File: config.mk
export PLATFORM = sky130hd
export DESIGN_NAME = flash_host_ctrl
export DESIGN_NICKNAME = d
export VERILOG_FILES = /design/src/include/flash_host_pkg.sv /design/src/rtl/flash_pin_cycle.sv /design/src/rtl/flash_host_ctrl.sv
export SDC_FILE = /design/constraint.sdc
export NUM_CORES = 1
export LEC_CHECK = 0
export ABC_AREA = 1
export BUFFER_PORTS_ARGS = -buffer_cell sky130_fd_sc_hd__buf_4
export CAP_MARGIN = 20
export CORE_MARGIN = 2
export CORE_UTILIZATION = 35
export CTS_CLUSTER_DIAMETER = 30
export DETAILED_ROUTE_END_ITERATION = 10
export RECOVER_POWER = 25
export SYNTH_ARGS = -nofsm -noshare
export SYNTH_HDL_FRONTEND = slang
export SYNTH_SLANG_ARGS = --single-unit
File: constraint.sdc
create_clock -name i_core_clk -period 2.3 [get_ports i_core_clk]
set_input_delay 0.115 -clock i_core_clk [delete_from_list [all_inputs] [get_ports i_core_clk]]
set_output_delay 0.115 -clock i_core_clk [all_outputs]
set_load 0.05 [all_outputs]
File: src/include/flash_host_pkg.sv
// constants and types for the host-side controller of a byte-wide flash
package flash_host_pkg;
    // ---------------------------------------------------------------
    // widths and timing
    // ---------------------------------------------------------------
    localparam int ADDR_W       = 18;
    localparam int DATA_W       = 8;
    localparam int CLK_MHZ      = 200;
    localparam int POWERUP_MS   = 5;
    localparam int POWERUP_CYC  = POWERUP_MS * CLK_MHZ * 1000;
    localparam int SETUP_NS     = 20;
    localparam int STROBE_NS    = 100;
    localparam int RECOV_NS     = 20;
    localparam int SYNC_STAGES  = 2;
    localparam int SETUP_CYC    = (SETUP_NS * CLK_MHZ + 999) / 1000;
    localparam int STROBE_CYC   = (STROBE_NS * CLK_MHZ + 999) / 1000;
    localparam int RD_STROBE_CYC = STROBE_CYC + SYNC_STAGES;
    localparam int RECOV_CYC    = (RECOV_NS * CLK_MHZ + 999) / 1000;
    localparam int CNT_W        = 5;
    localparam int PWR_W        = 21;
    // ---------------------------------------------------------------
    // command words
    // ---------------------------------------------------------------
    localparam logic [14:0] UNLOCK_A1  = 15'h5555;
    localparam logic [14:0] UNLOCK_A2  = 15'h2AAA;
    localparam logic [7:0]  UNLOCK_D1  = 8'hAA;
    localparam logic [7:0]  UNLOCK_D2  = 8'h55;
    localparam logic [7:0]  CMD_PROG   = 8'hA0;
    localparam logic [7:0]  CMD_SETUP  = 8'h80;
    localparam logic [7:0]  CMD_CHIP   = 8'h10;
    localparam logic [7:0]  CMD_SECT   = 8'h30;
    localparam logic [7:0]  CMD_PAGE   = 8'h50;
    localparam logic [7:0]  CMD_ID_IN  = 8'h90;
    localparam logic [7:0]  CMD_ID_OUT = 8'hF0;
    localparam logic [2:0]  PROG_LAST  = 3'h3;
    localparam logic [2:0]  ERASE_LAST = 3'h5;
    localparam logic [2:0]  ID_LAST    = 3'h2;
    localparam int          POLL_BIT   = 7;
    localparam int          TOGGLE_BIT = 6;
    localparam logic [7:0]  BYTE_ZERO  = 8'h00;
    localparam logic [17:0] ADDR_ZERO  = 18'h0_0000;
    // ---------------------------------------------------------------
    // user orders
    // ---------------------------------------------------------------
    typedef enum logic [2:0] {
        OP_READ   = 3'b000,
        OP_PROG   = 3'b001,
        OP_CHIP   = 3'b010,
        OP_SECT   = 3'b011,
        OP_PAGE   = 3'b100,
        OP_ID_IN  = 3'b101,
        OP_ID_OUT = 3'b110
    } op_type;
endpackage : flash_host_pkg

File: src/rtl/flash_pin_cycle.sv
// one read or write bus cycle on the flash pins
`timescale 1ns/1ps
module flash_pin_cycle (
    input  wire logic                              i_core_clk,
    input  wire logic                              i_nrst,
    input  wire logic                              i_start,
    input  wire logic                              i_write,
    input  wire logic [flash_host_pkg::ADDR_W-1:0] i_addr,
    input  wire logic [flash_host_pkg::DATA_W-1:0] i_data,
    input  wire logic [flash_host_pkg::DATA_W-1:0] i_dq_in,
    output logic                                   o_ce_n,
    output logic                                   o_oe_n,
    output logic                                   o_we_n,
    output logic [flash_host_pkg::ADDR_W-1:0]      o_addr,
    output logic [flash_host_pkg::DATA_W-1:0]      o_dq_out,
    output logic                                   o_dq_oe,
    output logic [flash_host_pkg::DATA_W-1:0]      o_rdata,
    output logic                                   o_done
);
    import flash_host_pkg::*;

    typedef enum logic [1:0] {
        PH_IDLE   = 2'b00,
        PH_SETUP  = 2'b01,
        PH_STROBE = 2'b10,
        PH_HOLD   = 2'b11
    } phase_type;

    typedef struct packed {
        phase_type         phase;
        logic [CNT_W-1:0]  cnt;
        logic              wr;
        logic              ce_n;
        logic              oe_n;
        logic              we_n;
        logic [ADDR_W-1:0] addr;
        logic [DATA_W-1:0] dq_out;
        logic              dq_oe;
        logic [DATA_W-1:0] sync1;
        logic [DATA_W-1:0] sync2;
        logic [DATA_W-1:0] rdata;
        logic              done;
    } cyc_type;

    cyc_type s_reg;
    cyc_type s_next;

    // ---------------------------------------------------------------
    // phase sequencing
    // ---------------------------------------------------------------
    always_comb begin
        s_next       = s_reg;
        s_next.sync1 = i_dq_in;
        s_next.sync2 = s_reg.sync1;
        s_next.done  = 1'b0;
        case (s_reg.phase)
            PH_IDLE: begin
                if (i_start) begin
                    s_next.wr     = i_write;
                    s_next.addr   = i_addr;
                    s_next.dq_out = i_data;
                    s_next.dq_oe  = i_write;
                    s_next.ce_n   = 1'b0;
                    s_next.cnt    = CNT_W'(SETUP_CYC - 1);
                    s_next.phase  = PH_SETUP;
                end
            end
            PH_SETUP: begin
                if (s_reg.cnt == '0) begin
                    // write keeps output enable high while strobing
                    if (s_reg.wr) begin
                        s_next.we_n = 1'b0;
                        s_next.cnt  = CNT_W'(STROBE_CYC - 1);
                    end else begin
                        s_next.oe_n = 1'b0;
                        s_next.cnt  = CNT_W'(RD_STROBE_CYC - 1);
                    end
                    s_next.phase = PH_STROBE;
                end else begin
                    s_next.cnt = s_reg.cnt - 1'b1;
                end
            end
            PH_STROBE: begin
                if (s_reg.cnt == '0) begin
                    if (!s_reg.wr) begin
                        s_next.rdata = s_reg.sync2;
                    end
                    s_next.we_n  = 1'b1;
                    s_next.oe_n  = 1'b1;
                    s_next.cnt   = CNT_W'(RECOV_CYC - 1);
                    s_next.phase = PH_HOLD;
                end else begin
                    s_next.cnt = s_reg.cnt - 1'b1;
                end
            end
            PH_HOLD: begin
                if (s_reg.cnt == '0) begin
                    s_next.ce_n  = 1'b1;
                    s_next.dq_oe = 1'b0;
                    s_next.done  = 1'b1;
                    s_next.phase = PH_IDLE;
                end else begin
                    s_next.cnt = s_reg.cnt - 1'b1;
                end
            end
            default: begin
                s_next.phase = PH_IDLE;
            end
        endcase
    end

    // state register
    always_ff @(posedge i_core_clk or negedge i_nrst) begin
        if (!i_nrst) begin
            s_reg <= '{phase: PH_IDLE, cnt: '0, wr: 1'b0, ce_n: 1'b1, oe_n: 1'b1,
                       we_n: 1'b1, addr: ADDR_ZERO, dq_out: BYTE_ZERO, dq_oe: 1'b0,
                       sync1: BYTE_ZERO, sync2: BYTE_ZERO, rdata: BYTE_ZERO,
                       done: 1'b0};
        end else begin
            s_reg <= s_next;
        end
    end

    assign o_ce_n   = s_reg.ce_n;
    assign o_oe_n   = s_reg.oe_n;
    assign o_we_n   = s_reg.we_n;
    assign o_addr   = s_reg.addr;
    assign o_dq_out = s_reg.dq_out;
    assign o_dq_oe  = s_reg.dq_oe;
    assign o_rdata  = s_reg.rdata;
    assign o_done   = s_reg.done;
endmodule : flash_pin_cycle

File: src/rtl/flash_host_ctrl.sv
// host controller issuing command sequences and status polling to a flash
`timescale 1ns/1ps
module flash_host_ctrl #(
    parameter int POWERUP_CYCLES = flash_host_pkg::POWERUP_CYC
) (
    input  wire logic                              i_core_clk,
    input  wire logic                              i_nrst,
    input  wire logic                              i_cmd_valid,
    input  wire flash_host_pkg::op_type            i_cmd,
    input  wire logic [flash_host_pkg::ADDR_W-1:0] i_addr,
    input  wire logic [flash_host_pkg::DATA_W-1:0] i_wdata,
    output logic                                   o_cmd_ready,
    output logic                                   o_done,
    output logic                                   o_fail,
    output logic [flash_host_pkg::DATA_W-1:0]      o_rdata,
    output logic                                   o_id_mode,
    output logic                                   o_flash_ce_n,
    output logic                                   o_flash_oe_n,
    output logic                                   o_flash_we_n,
    output logic [flash_host_pkg::ADDR_W-1:0]      o_flash_addr,
    output logic [flash_host_pkg::DATA_W-1:0]      o_flash_dq_out,
    output logic                                   o_flash_dq_oe,
    input  wire logic [flash_host_pkg::DATA_W-1:0] i_flash_dq_in
);
    import flash_host_pkg::*;

    typedef enum logic [2:0] {
        ST_PWRUP  = 3'b000,
        ST_IDLE   = 3'b001,
        ST_SEQ_W  = 3'b010,
        ST_POLL_W = 3'b011,
        ST_LAST_W = 3'b100,
        ST_READ_W = 3'b101
    } state_type;

    typedef struct packed {
        state_type         state;
        logic [PWR_W-1:0]  pwr_cnt;
        logic [2:0]        step;
        op_type            op;
        logic [ADDR_W-1:0] addr;
        logic [DATA_W-1:0] wdata;
        logic [DATA_W-1:0] prev;
        logic              first;
        logic              start;
        logic              write;
        logic [ADDR_W-1:0] cyc_addr;
        logic [DATA_W-1:0] cyc_data;
        logic              ready;
        logic              done;
        logic              fail;
        logic [DATA_W-1:0] rdata;
        logic              id_mode;
    } ctrl_type;

    ctrl_type s_reg;
    ctrl_type s_next;

    logic              cyc_done;
    logic [DATA_W-1:0] cyc_rdata;
    logic [2:0]        last_step;
    logic [25:0]       word;

    // bus cycle engine on the pins
    flash_pin_cycle u_cycle (
        .i_core_clk (i_core_clk),
        .i_nrst     (i_nrst),
        .i_start    (s_reg.start),
        .i_write    (s_reg.write),
        .i_addr     (s_reg.cyc_addr),
        .i_data     (s_reg.cyc_data),
        .i_dq_in    (i_flash_dq_in),
        .o_ce_n     (o_flash_ce_n),
        .o_oe_n     (o_flash_oe_n),
        .o_we_n     (o_flash_we_n),
        .o_addr     (o_flash_addr),
        .o_dq_out   (o_flash_dq_out),
        .o_dq_oe    (o_flash_dq_oe),
        .o_rdata    (cyc_rdata),
        .o_done     (cyc_done)
    );

    // address and data of one write of a command sequence
    function automatic logic [25:0] step_word(input op_type op, input logic [2:0] step,
                                              input logic [ADDR_W-1:0] a,
                                              input logic [DATA_W-1:0] d);
        logic [25:0] w;
        w = {3'b000, UNLOCK_A1, UNLOCK_D1};
        case (step)
            3'h1: w = {3'b000, UNLOCK_A2, UNLOCK_D2};
            3'h2: begin
                case (op)
                    OP_PROG:   w = {3'b000, UNLOCK_A1, CMD_PROG};
                    OP_ID_IN:  w = {3'b000, UNLOCK_A1, CMD_ID_IN};
                    OP_ID_OUT: w = {3'b000, UNLOCK_A1, CMD_ID_OUT};
                    default:   w = {3'b000, UNLOCK_A1, CMD_SETUP};
                endcase
            end
            3'h3: w = (op == OP_PROG) ? {a, d} : {3'b000, UNLOCK_A1, UNLOCK_D1};
            3'h4: w = {3'b000, UNLOCK_A2, UNLOCK_D2};
            3'h5: begin
                case (op)
                    OP_SECT: w = {a, CMD_SECT};
                    OP_PAGE: w = {a, CMD_PAGE};
                    default: w = {3'b000, UNLOCK_A1, CMD_CHIP};
                endcase
            end
            default: w = {3'b000, UNLOCK_A1, UNLOCK_D1};
        endcase
        return w;
    endfunction : step_word

    // last write index of each sequence
    always_comb begin
        case (s_reg.op)
            OP_PROG:                   last_step = PROG_LAST;
            OP_CHIP, OP_SECT, OP_PAGE: last_step = ERASE_LAST;
            default:                   last_step = ID_LAST;
        endcase
    end

    assign word = step_word(s_reg.op, s_reg.step + 3'h1, s_reg.addr, s_reg.wdata); // next write

    // ---------------------------------------------------------------
    // sequencer
    // ---------------------------------------------------------------
    always_comb begin
        s_next       = s_reg;
        s_next.start = 1'b0;
        s_next.done  = 1'b0;
        s_next.ready = 1'b0;
        case (s_reg.state)
            ST_PWRUP: begin
                // no command write until the power-up delay has run out
                if (s_reg.pwr_cnt == PWR_W'(POWERUP_CYCLES - 1)) begin
                    s_next.state = ST_IDLE;
                    s_next.ready = 1'b1;
                end else begin
                    s_next.pwr_cnt = s_reg.pwr_cnt + 1'b1;
                end
            end
            ST_IDLE: begin
                s_next.ready = 1'b1;
                if (i_cmd_valid && s_reg.ready) begin
                    s_next.ready    = 1'b0;
                    s_next.op       = i_cmd;
                    s_next.addr     = i_addr;
                    s_next.wdata    = i_wdata;
                    s_next.step     = 3'h0;
                    s_next.fail     = 1'b0;
                    s_next.first    = 1'b1;
                    s_next.start    = 1'b1;
                    s_next.cyc_addr = i_addr;
                    s_next.cyc_data = UNLOCK_D1;
                    s_next.write    = (i_cmd != OP_READ);
                    s_next.state    = (i_cmd == OP_READ) ? ST_READ_W : ST_SEQ_W;
                    if (i_cmd != OP_READ) begin
                        s_next.cyc_addr = {3'b000, UNLOCK_A1};
                    end
                end
            end
            ST_SEQ_W: begin
                s_next.cyc_addr = word[25:8];
                s_next.cyc_data = word[7:0];
                if (cyc_done) begin
                    if (s_reg.step == last_step) begin
                        // status reads go to the target address
                        s_next.write    = 1'b0;
                        s_next.cyc_addr = s_reg.addr;
                        if (s_reg.op == OP_ID_IN || s_reg.op == OP_ID_OUT) begin
                            s_next.id_mode = (s_reg.op == OP_ID_IN);
                            s_next.done    = 1'b1;
                            s_next.state   = ST_IDLE;
                        end else begin
                            s_next.start = 1'b1;
                            s_next.state = ST_POLL_W;
                        end
                    end else begin
                        s_next.step  = s_reg.step + 1'b1;
                        s_next.start = 1'b1;
                    end
                end
                if (s_reg.start) begin
                    s_next.cyc_addr = s_reg.cyc_addr;
                    s_next.cyc_data = s_reg.cyc_data;
                end
            end
            ST_POLL_W: begin
                if (cyc_done) begin
                    s_next.prev  = cyc_rdata;
                    s_next.first = 1'b0;
                    s_next.start = 1'b1;
                    // toggle bit at rest: read once more for a whole valid byte
                    if (!s_reg.first && (s_reg.prev[TOGGLE_BIT] == cyc_rdata[TOGGLE_BIT])) begin
                        s_next.state = ST_LAST_W;
                    end
                end
            end
            ST_LAST_W: begin
                if (cyc_done) begin
                    s_next.rdata = cyc_rdata;
                    s_next.done  = 1'b1;
                    s_next.state = ST_IDLE;
                    if (s_reg.op == OP_PROG) begin
                        s_next.fail = (cyc_rdata != s_reg.wdata);
                    end else begin
                        s_next.fail = !cyc_rdata[POLL_BIT];
                    end
                end
            end
            ST_READ_W: begin
                if (cyc_done) begin
                    s_next.rdata = cyc_rdata;
                    s_next.done  = 1'b1;
                    s_next.state = ST_IDLE;
                end
            end
            default: begin
                s_next.state = ST_IDLE;
            end
        endcase
    end

    // state register
    always_ff @(posedge i_core_clk or negedge i_nrst) begin
        if (!i_nrst) begin
            s_reg <= '{state: ST_PWRUP, pwr_cnt: '0, step: 3'h0, op: OP_READ,
                       addr: ADDR_ZERO, wdata: BYTE_ZERO, prev: BYTE_ZERO, first: 1'b1,
                       start: 1'b0, write: 1'b0, cyc_addr: ADDR_ZERO,
                       cyc_data: BYTE_ZERO, ready: 1'b0, done: 1'b0, fail: 1'b0,
                       rdata: BYTE_ZERO, id_mode: 1'b0};
        end else begin
            s_reg <= s_next;
        end
    end

    assign o_cmd_ready = s_reg.ready;
    assign o_done      = s_reg.done;
    assign o_fail      = s_reg.fail;
    assign o_rdata     = s_reg.rdata;
    assign o_id_mode   = s_reg.id_mode;
endmodule : flash_host_ctrl

=== After elaboration in Yosys (flattened, before gate mapping) ===
Cells that the tools add are included.

* Register bits after elaboration: 167
* Bits of input ports: 40
* Output and inout bits: 42
* Word-level logic and storage cells: 176

* Add/sub/neg operators: 3
* Equality and inequality tests: 41
* Multiplexer cells: 63
* Bitwise gates (word level): 2
* Reduce and logical (&&, ||, !) cells: 37

{| class="wikitable"
|+ Operators by type and width
! operator !! count
|-
| $pmux 26 s4 || 1
|-
| $pmux 27 s2 || 1
|-
| $mux 26 || 2
|-
| $pmux 26 s2 || 1
|-
| $mux 3 || 11
|-
| $mux 32 || 1
|-
| $mux 30 || 1
|-
| $pmux 7 s4 || 1
|-
| $reduce_and 4->1 || 6
|-
| $add 21x1->21 const B || 1
|-
| $eq 21x20->1 const B || 1
|-
| $eq 3x3->1 const B || 7
|-
| $pmux 7 s3 || 1
|-
| $mux 20 || 1
|-
| $mux 19 || 1
|-
| $eq 3x2->1 const B || 6
|-
| $mux 18 || 1
|-
| $ne 2x1->1 const B || 9
|-
| $ne 2x2->1 const B || 9
|-
| $reduce_and 3->1 || 6
|-
| $mux 1 || 16
|-
| $pmux 8 s2 || 1
|-
| $mux 5 || 3
|-
| $pmux 3 s5 || 1
|-
| 29 further kinds || 57
|}

=== Logic depth before layout (Yosys ltp) ===
* Depth after elaboration: 8
* Mapped depth: 12
* Mapped depth without buffers: 11

=== Cells and area by module ===
Synthesis repeated with hierarchy kept, for this count alone.

* Cell total of the unflattened synthesis: 1,056
* Area total of the unflattened synthesis: 8,461.9 µm²

{| class="wikitable"
|+ Modules (own cells, without submodules)
! module !! instances !! cells an instance !! area an instance (µm²) !! seq. area each (µm²)
|-
| flash_host_ctrl || 1 || 742 || 5,602.9 || 2,453.6
|-
| flash_pin_cycle || 1 || 314 || 2,859.0 || 1,580.3
|}

=== Worst setup path after synthesis ===
No wires, ideal clock.

* Kind: reg2reg
* From: register s_reg[78] (netlist name)
* To: register s_reg[15] (netlist name)
* Setup time: 120 ps
* Arrival time: 1,608 ps
* Required time: 2,180 ps
* Setup slack: 572 ps
* Cell stages (with the launch flop): 12
* Path buffers: 0
* Clock period less this slack: 1,728 ps
* Path through: dfrtp_1 ha_1 inv_1 nand2_1 nand2_2 nand2_2 nor2_1 inv_1 o21ai_0 nand2_1 o21ai_0 inv_1

* Longest elaborated chain between the ends: 6
* Elaborated cells on any way between the ends: 10
* Those cells by class: add/sub (1); eq/ne (5); mux (3); reduce/logical (1)

{| class="wikitable"
|+ Ends and longest elaborated chain
! what !! line !! RTL
|-
| from (decl) || flash_host_ctrl.sv:56 || <nowiki>ctrl_type s_reg;</nowiki>
|-
| from (signal assigned) || flash_host_ctrl.sv:227 || <nowiki>s_reg <= '{state: ST_PWRUP, pwr_cnt: '0, step: 3'h0, op: OP_READ,</nowiki>
|-
| from (signal assigned) || flash_host_ctrl.sv:233 || <nowiki>s_reg <= s_next;</nowiki>
|-
| $add 3x1->3 (*) || flash_host_ctrl.sv:122 || <nowiki>assign word = step_word(s_reg.op, s_reg.step + 3'h1, s_reg.addr, s_reg.wdata);</nowiki>
|-
| $eq 3x3->1 / $eq 3x1->1 (equally long branches) || flash_host_ctrl.sv:89 || <nowiki>case (step)</nowiki>
|-
| $reduce_or 2->1 (no line) || n/a ||
|-
| $pmux 26 s4 (*) || flash_host_ctrl.sv:89 ||
|-
| $mux 26 (*) || flash_host_ctrl.sv:183 || <nowiki>if (s_reg.start) begin</nowiki>
|-
| $pmux 27 s2 (*) || flash_host_ctrl.sv:132 || <nowiki>case (s_reg.state)</nowiki>
|}

Mark *: on every way between the ends. The rest lies on a longest branch, timed or not. The select of a mux whose other input is x is not followed.
A chain may end at the register's enable or synchronous reset.

=== Final worst setup path ===
* From: register s_reg[81] (netlist name)
* To: register s_reg[85] (netlist name)

* Longest elaborated chain between the ends: 3
* Elaborated cells on any way between the ends: 4
* Those cells by class: add/sub (1); eq/ne (1); bitwise (1); reduce/logical (1)

{| class="wikitable"
|+ Ends and longest elaborated chain
! what
|-
| branches (longest 3 deep; another with $add 21x1->21)
|}

Several ways; the timed one is not identified.

==> out/qor.txt <==
Die width: 158 um
Antenna violations before repair: 0
Standard-cell row count: 56
Setup TNS: 0 ns
RSZ-0062 raised after global routing: false
Remaining DRCs: 0
Crit path launch type: register
Crit Path Class: register to register
P_leak: 0.00487 uW
Met1 wire length: 9.24 mm
Min cycle time layout: 2.11 ns
Area Overhead vs Synth: 20.9%
Mapped Area: 8260 um2
Detailed-route wire length per cell: 14.1 um
Via count: 7029
Met2 routed WL: 9.77 mm
Drt via density: 4.81
Pins over their slew limit: 0
Highest Signal Layer: met4
Relative slew slack: 6.16%
Mapped Nets: 1087
Total Wirelength: 20.6 mm
Clock Path Buffers: 2
Grt ovf: 0
Port-buffer cells: 81
Final period util: 92.0%
Seq/Total Area, Yosys: 48.8%
Die ar.: 24900 um2
Metal3 WL: 1.08 mm
Cell count after synthesis: 1037
Max Cap Violations: 0
Post-CTS Setup Inserts: 0
Post-synth EDFFs: 0
Crit path DAT: 2.44 ns
Worst slew pin tran: 1.41 ns
Outcome: complete, no violations
CTS sink count: 161
Layout cells sized above 1: 14.2%
Total GRT Usage: 17.6%
Htree depth: 4
Largest net degree at the start of global routing: 55
Worst-Skew Late Latency: 0.43 ns
Clock skew: 0.0110 ns
Initial Util: 35.4%
Main synth FF type: dfrtp_1
Vias in the first global route: 6864
CTS Root Cell: clkbuf_16
First-pass GRT wire length: 34.4 mm
Synth async-reset ratio: 100%
Power Density: 586 nW/um2
Final hold viol count: 0
Final setup vio count: 0
Max VDD drop: 0.000400 V
F_max: 473 MHz
GP Congestion: 0.903
CTS tree: yes
Worst-path clk slew: 0.07 ns
Drt pass-1 iters: 6
Mean Syn Cell Area: 7.97 um2
Synth cell types: 44
Max FFs per register: 86
CP Data Required Time: 2.62 ns
Hold Crit Class: input port to register
CTS Buf Count: 17
IO Pins: 82
Syn. warnings: 0
Post-Layout Inst Area: 9990 um2
Flop and latch count out of synthesis: 161
Diodes inserted: 0
Die height: 158 um
Final Net Count: 1180
Worst Path Max Fanout: 23
Crit end category: register
1st-iter DRT viols: 604
Post-route ant nets: 0
Core area: 23300 um2
Post-DP HPWL: 14.4 mm
Placed Area: 9040 um2
## cells in the mapped netlist (all sizes together) (11+ instances only)
master  number  area, um2
a21oi       34        174
a31oi       11       68.8
buf         58        393
clkbuf      13       48.8
dfrtp      157       3930
inv        102        383
nand2      315       1200
nand3       68        358
nand4       27        169
nor2        75        320
nor3        19        106
o21ai       91        459
xor2        16        140
## cell usage in the layout (no fill, tap or decap), drive strengths merged
master	count
clkbuf	33
o2111ai	1
inv	105
o31ai	4
or2	2
a31oi	11
xnor2	7
clkinv	1
xor2	16
a21oi	34
a32o	2
a211oi	1
a221oi	2
dfstp	4
nand2	315
o21ai	91
a22oi	1
dlygate4sd3	38
dfrtp	157
ha	10
o211ai	5
clkinvlp	4
nor2	75
o22ai	6
o21a	1
nand4	27
a21o	1
o21bai	1
nand3b	1
bufinv	2
nor3	19
buf	96
nand3	68
nor4	2
## final timing paths
check                                             start                          end  slack [ns]  cells after the start
setup / recovery                  s_reg[81]$_DFFE_PN0P_        s_reg[85]$_DFFE_PN0P_        0.19                      9
max in group asynchronous                        i_nrst   u_cycle.o_oe_n$_DFFE_PN1P_        0.64                      3
hold / removal                              i_cmd_valid        o_cmd_ready$_DFF_PN0_        0.20                      4
min in group asynchronous                        i_nrst        s_reg[88]$_DFFE_PN0P_        0.54                      2
setup reg to reg                  s_reg[81]$_DFFE_PN0P_        s_reg[85]$_DFFE_PN0P_        0.19                      9
hold reg to reg            u_cycle.s_next[10]$_DFF_PN0_  u_cycle.s_reg[10]$_DFF_PN0_        0.34                      0
## logic make-up (layout without fill, tap and decap cells)
logic type                 count (synthesis)  count (layout)  share of synthesized area [%]
AOI/OAI and AO/OA                        161             161                           10.8
xor gates and xnor gates                  23              23                           2.44
adders and majority gates                 10              10                           1.51
buffers and inverters                    173             279                           9.98
DFF                                      161             161                           48.8
and+or+nand+nor                          509             509                           26.5
## what timing repair did
item,4_1_cts,5_1_grt
hold endpoints to repair,85,0
hold buffers,38,0
endpoints found under the setup margin,0,19
resized for setup,0,3
## layout make-up
| type | count | area (um2) |
|---|---|---|
| Tap cell | 319 | 399 |
| Clock buffer | 22 | 444 |
| Fill cell | 2310 | 13300 |
| Clock inverter | 10 | 126 |
| Multi-Input combinational cell | 703 | 3410 |
| Timing Repair Buffer | 145 | 1190 |
| Inverter | 102 | 387 |
| Sequential cell | 161 | 4030 |
## power breakdown
part	switching [uW]	internal, uW	total [uW]
Sequential	6.94	2850	2860
Combinational	104	97.4	201
Clock	1180	1620	2800
## worst max-delay path, cell delays in order, from the launching register on
cell and delay (ns):
dfrtp_1 0.42, ha_1 0.22, nand3_1 0.16, nor2_1 0.21, nand3_1 0.15, nand2_1 0.15
clkinvlp_4 0.35, buf_4 0.27, nand2_1 0.05, nand2_1 0.04
## metal layers
| metal | up-vias | global-route usage (%) |
|---|---|---|
| li1 | 3524 | - |
| met1 | 3259 | 22.1 |
| met2 | 204 | 29.6 |
| met3 | 42 | 3.56 |
| met4 | 0 | 7.10 |
| met5 | - | 0 |
## through the flow
step	instances	worst slack [ns]	util (%)	total power, uW	hold slack, ns
after floorplan	1037	0.572	-	2930	-0.181
after global placement	1392	0.163	38.7	3070	0.114
after detailed placement	1392	0.134	38.7	3070	0.110
after CTS	1462	0.139	42.8	5920	0.162
after global routing	1462	0.0101	42.8	6060	0.188
final	1462	0.185	42.8	5860	0.195
Power figures use the tool's default switching activity.
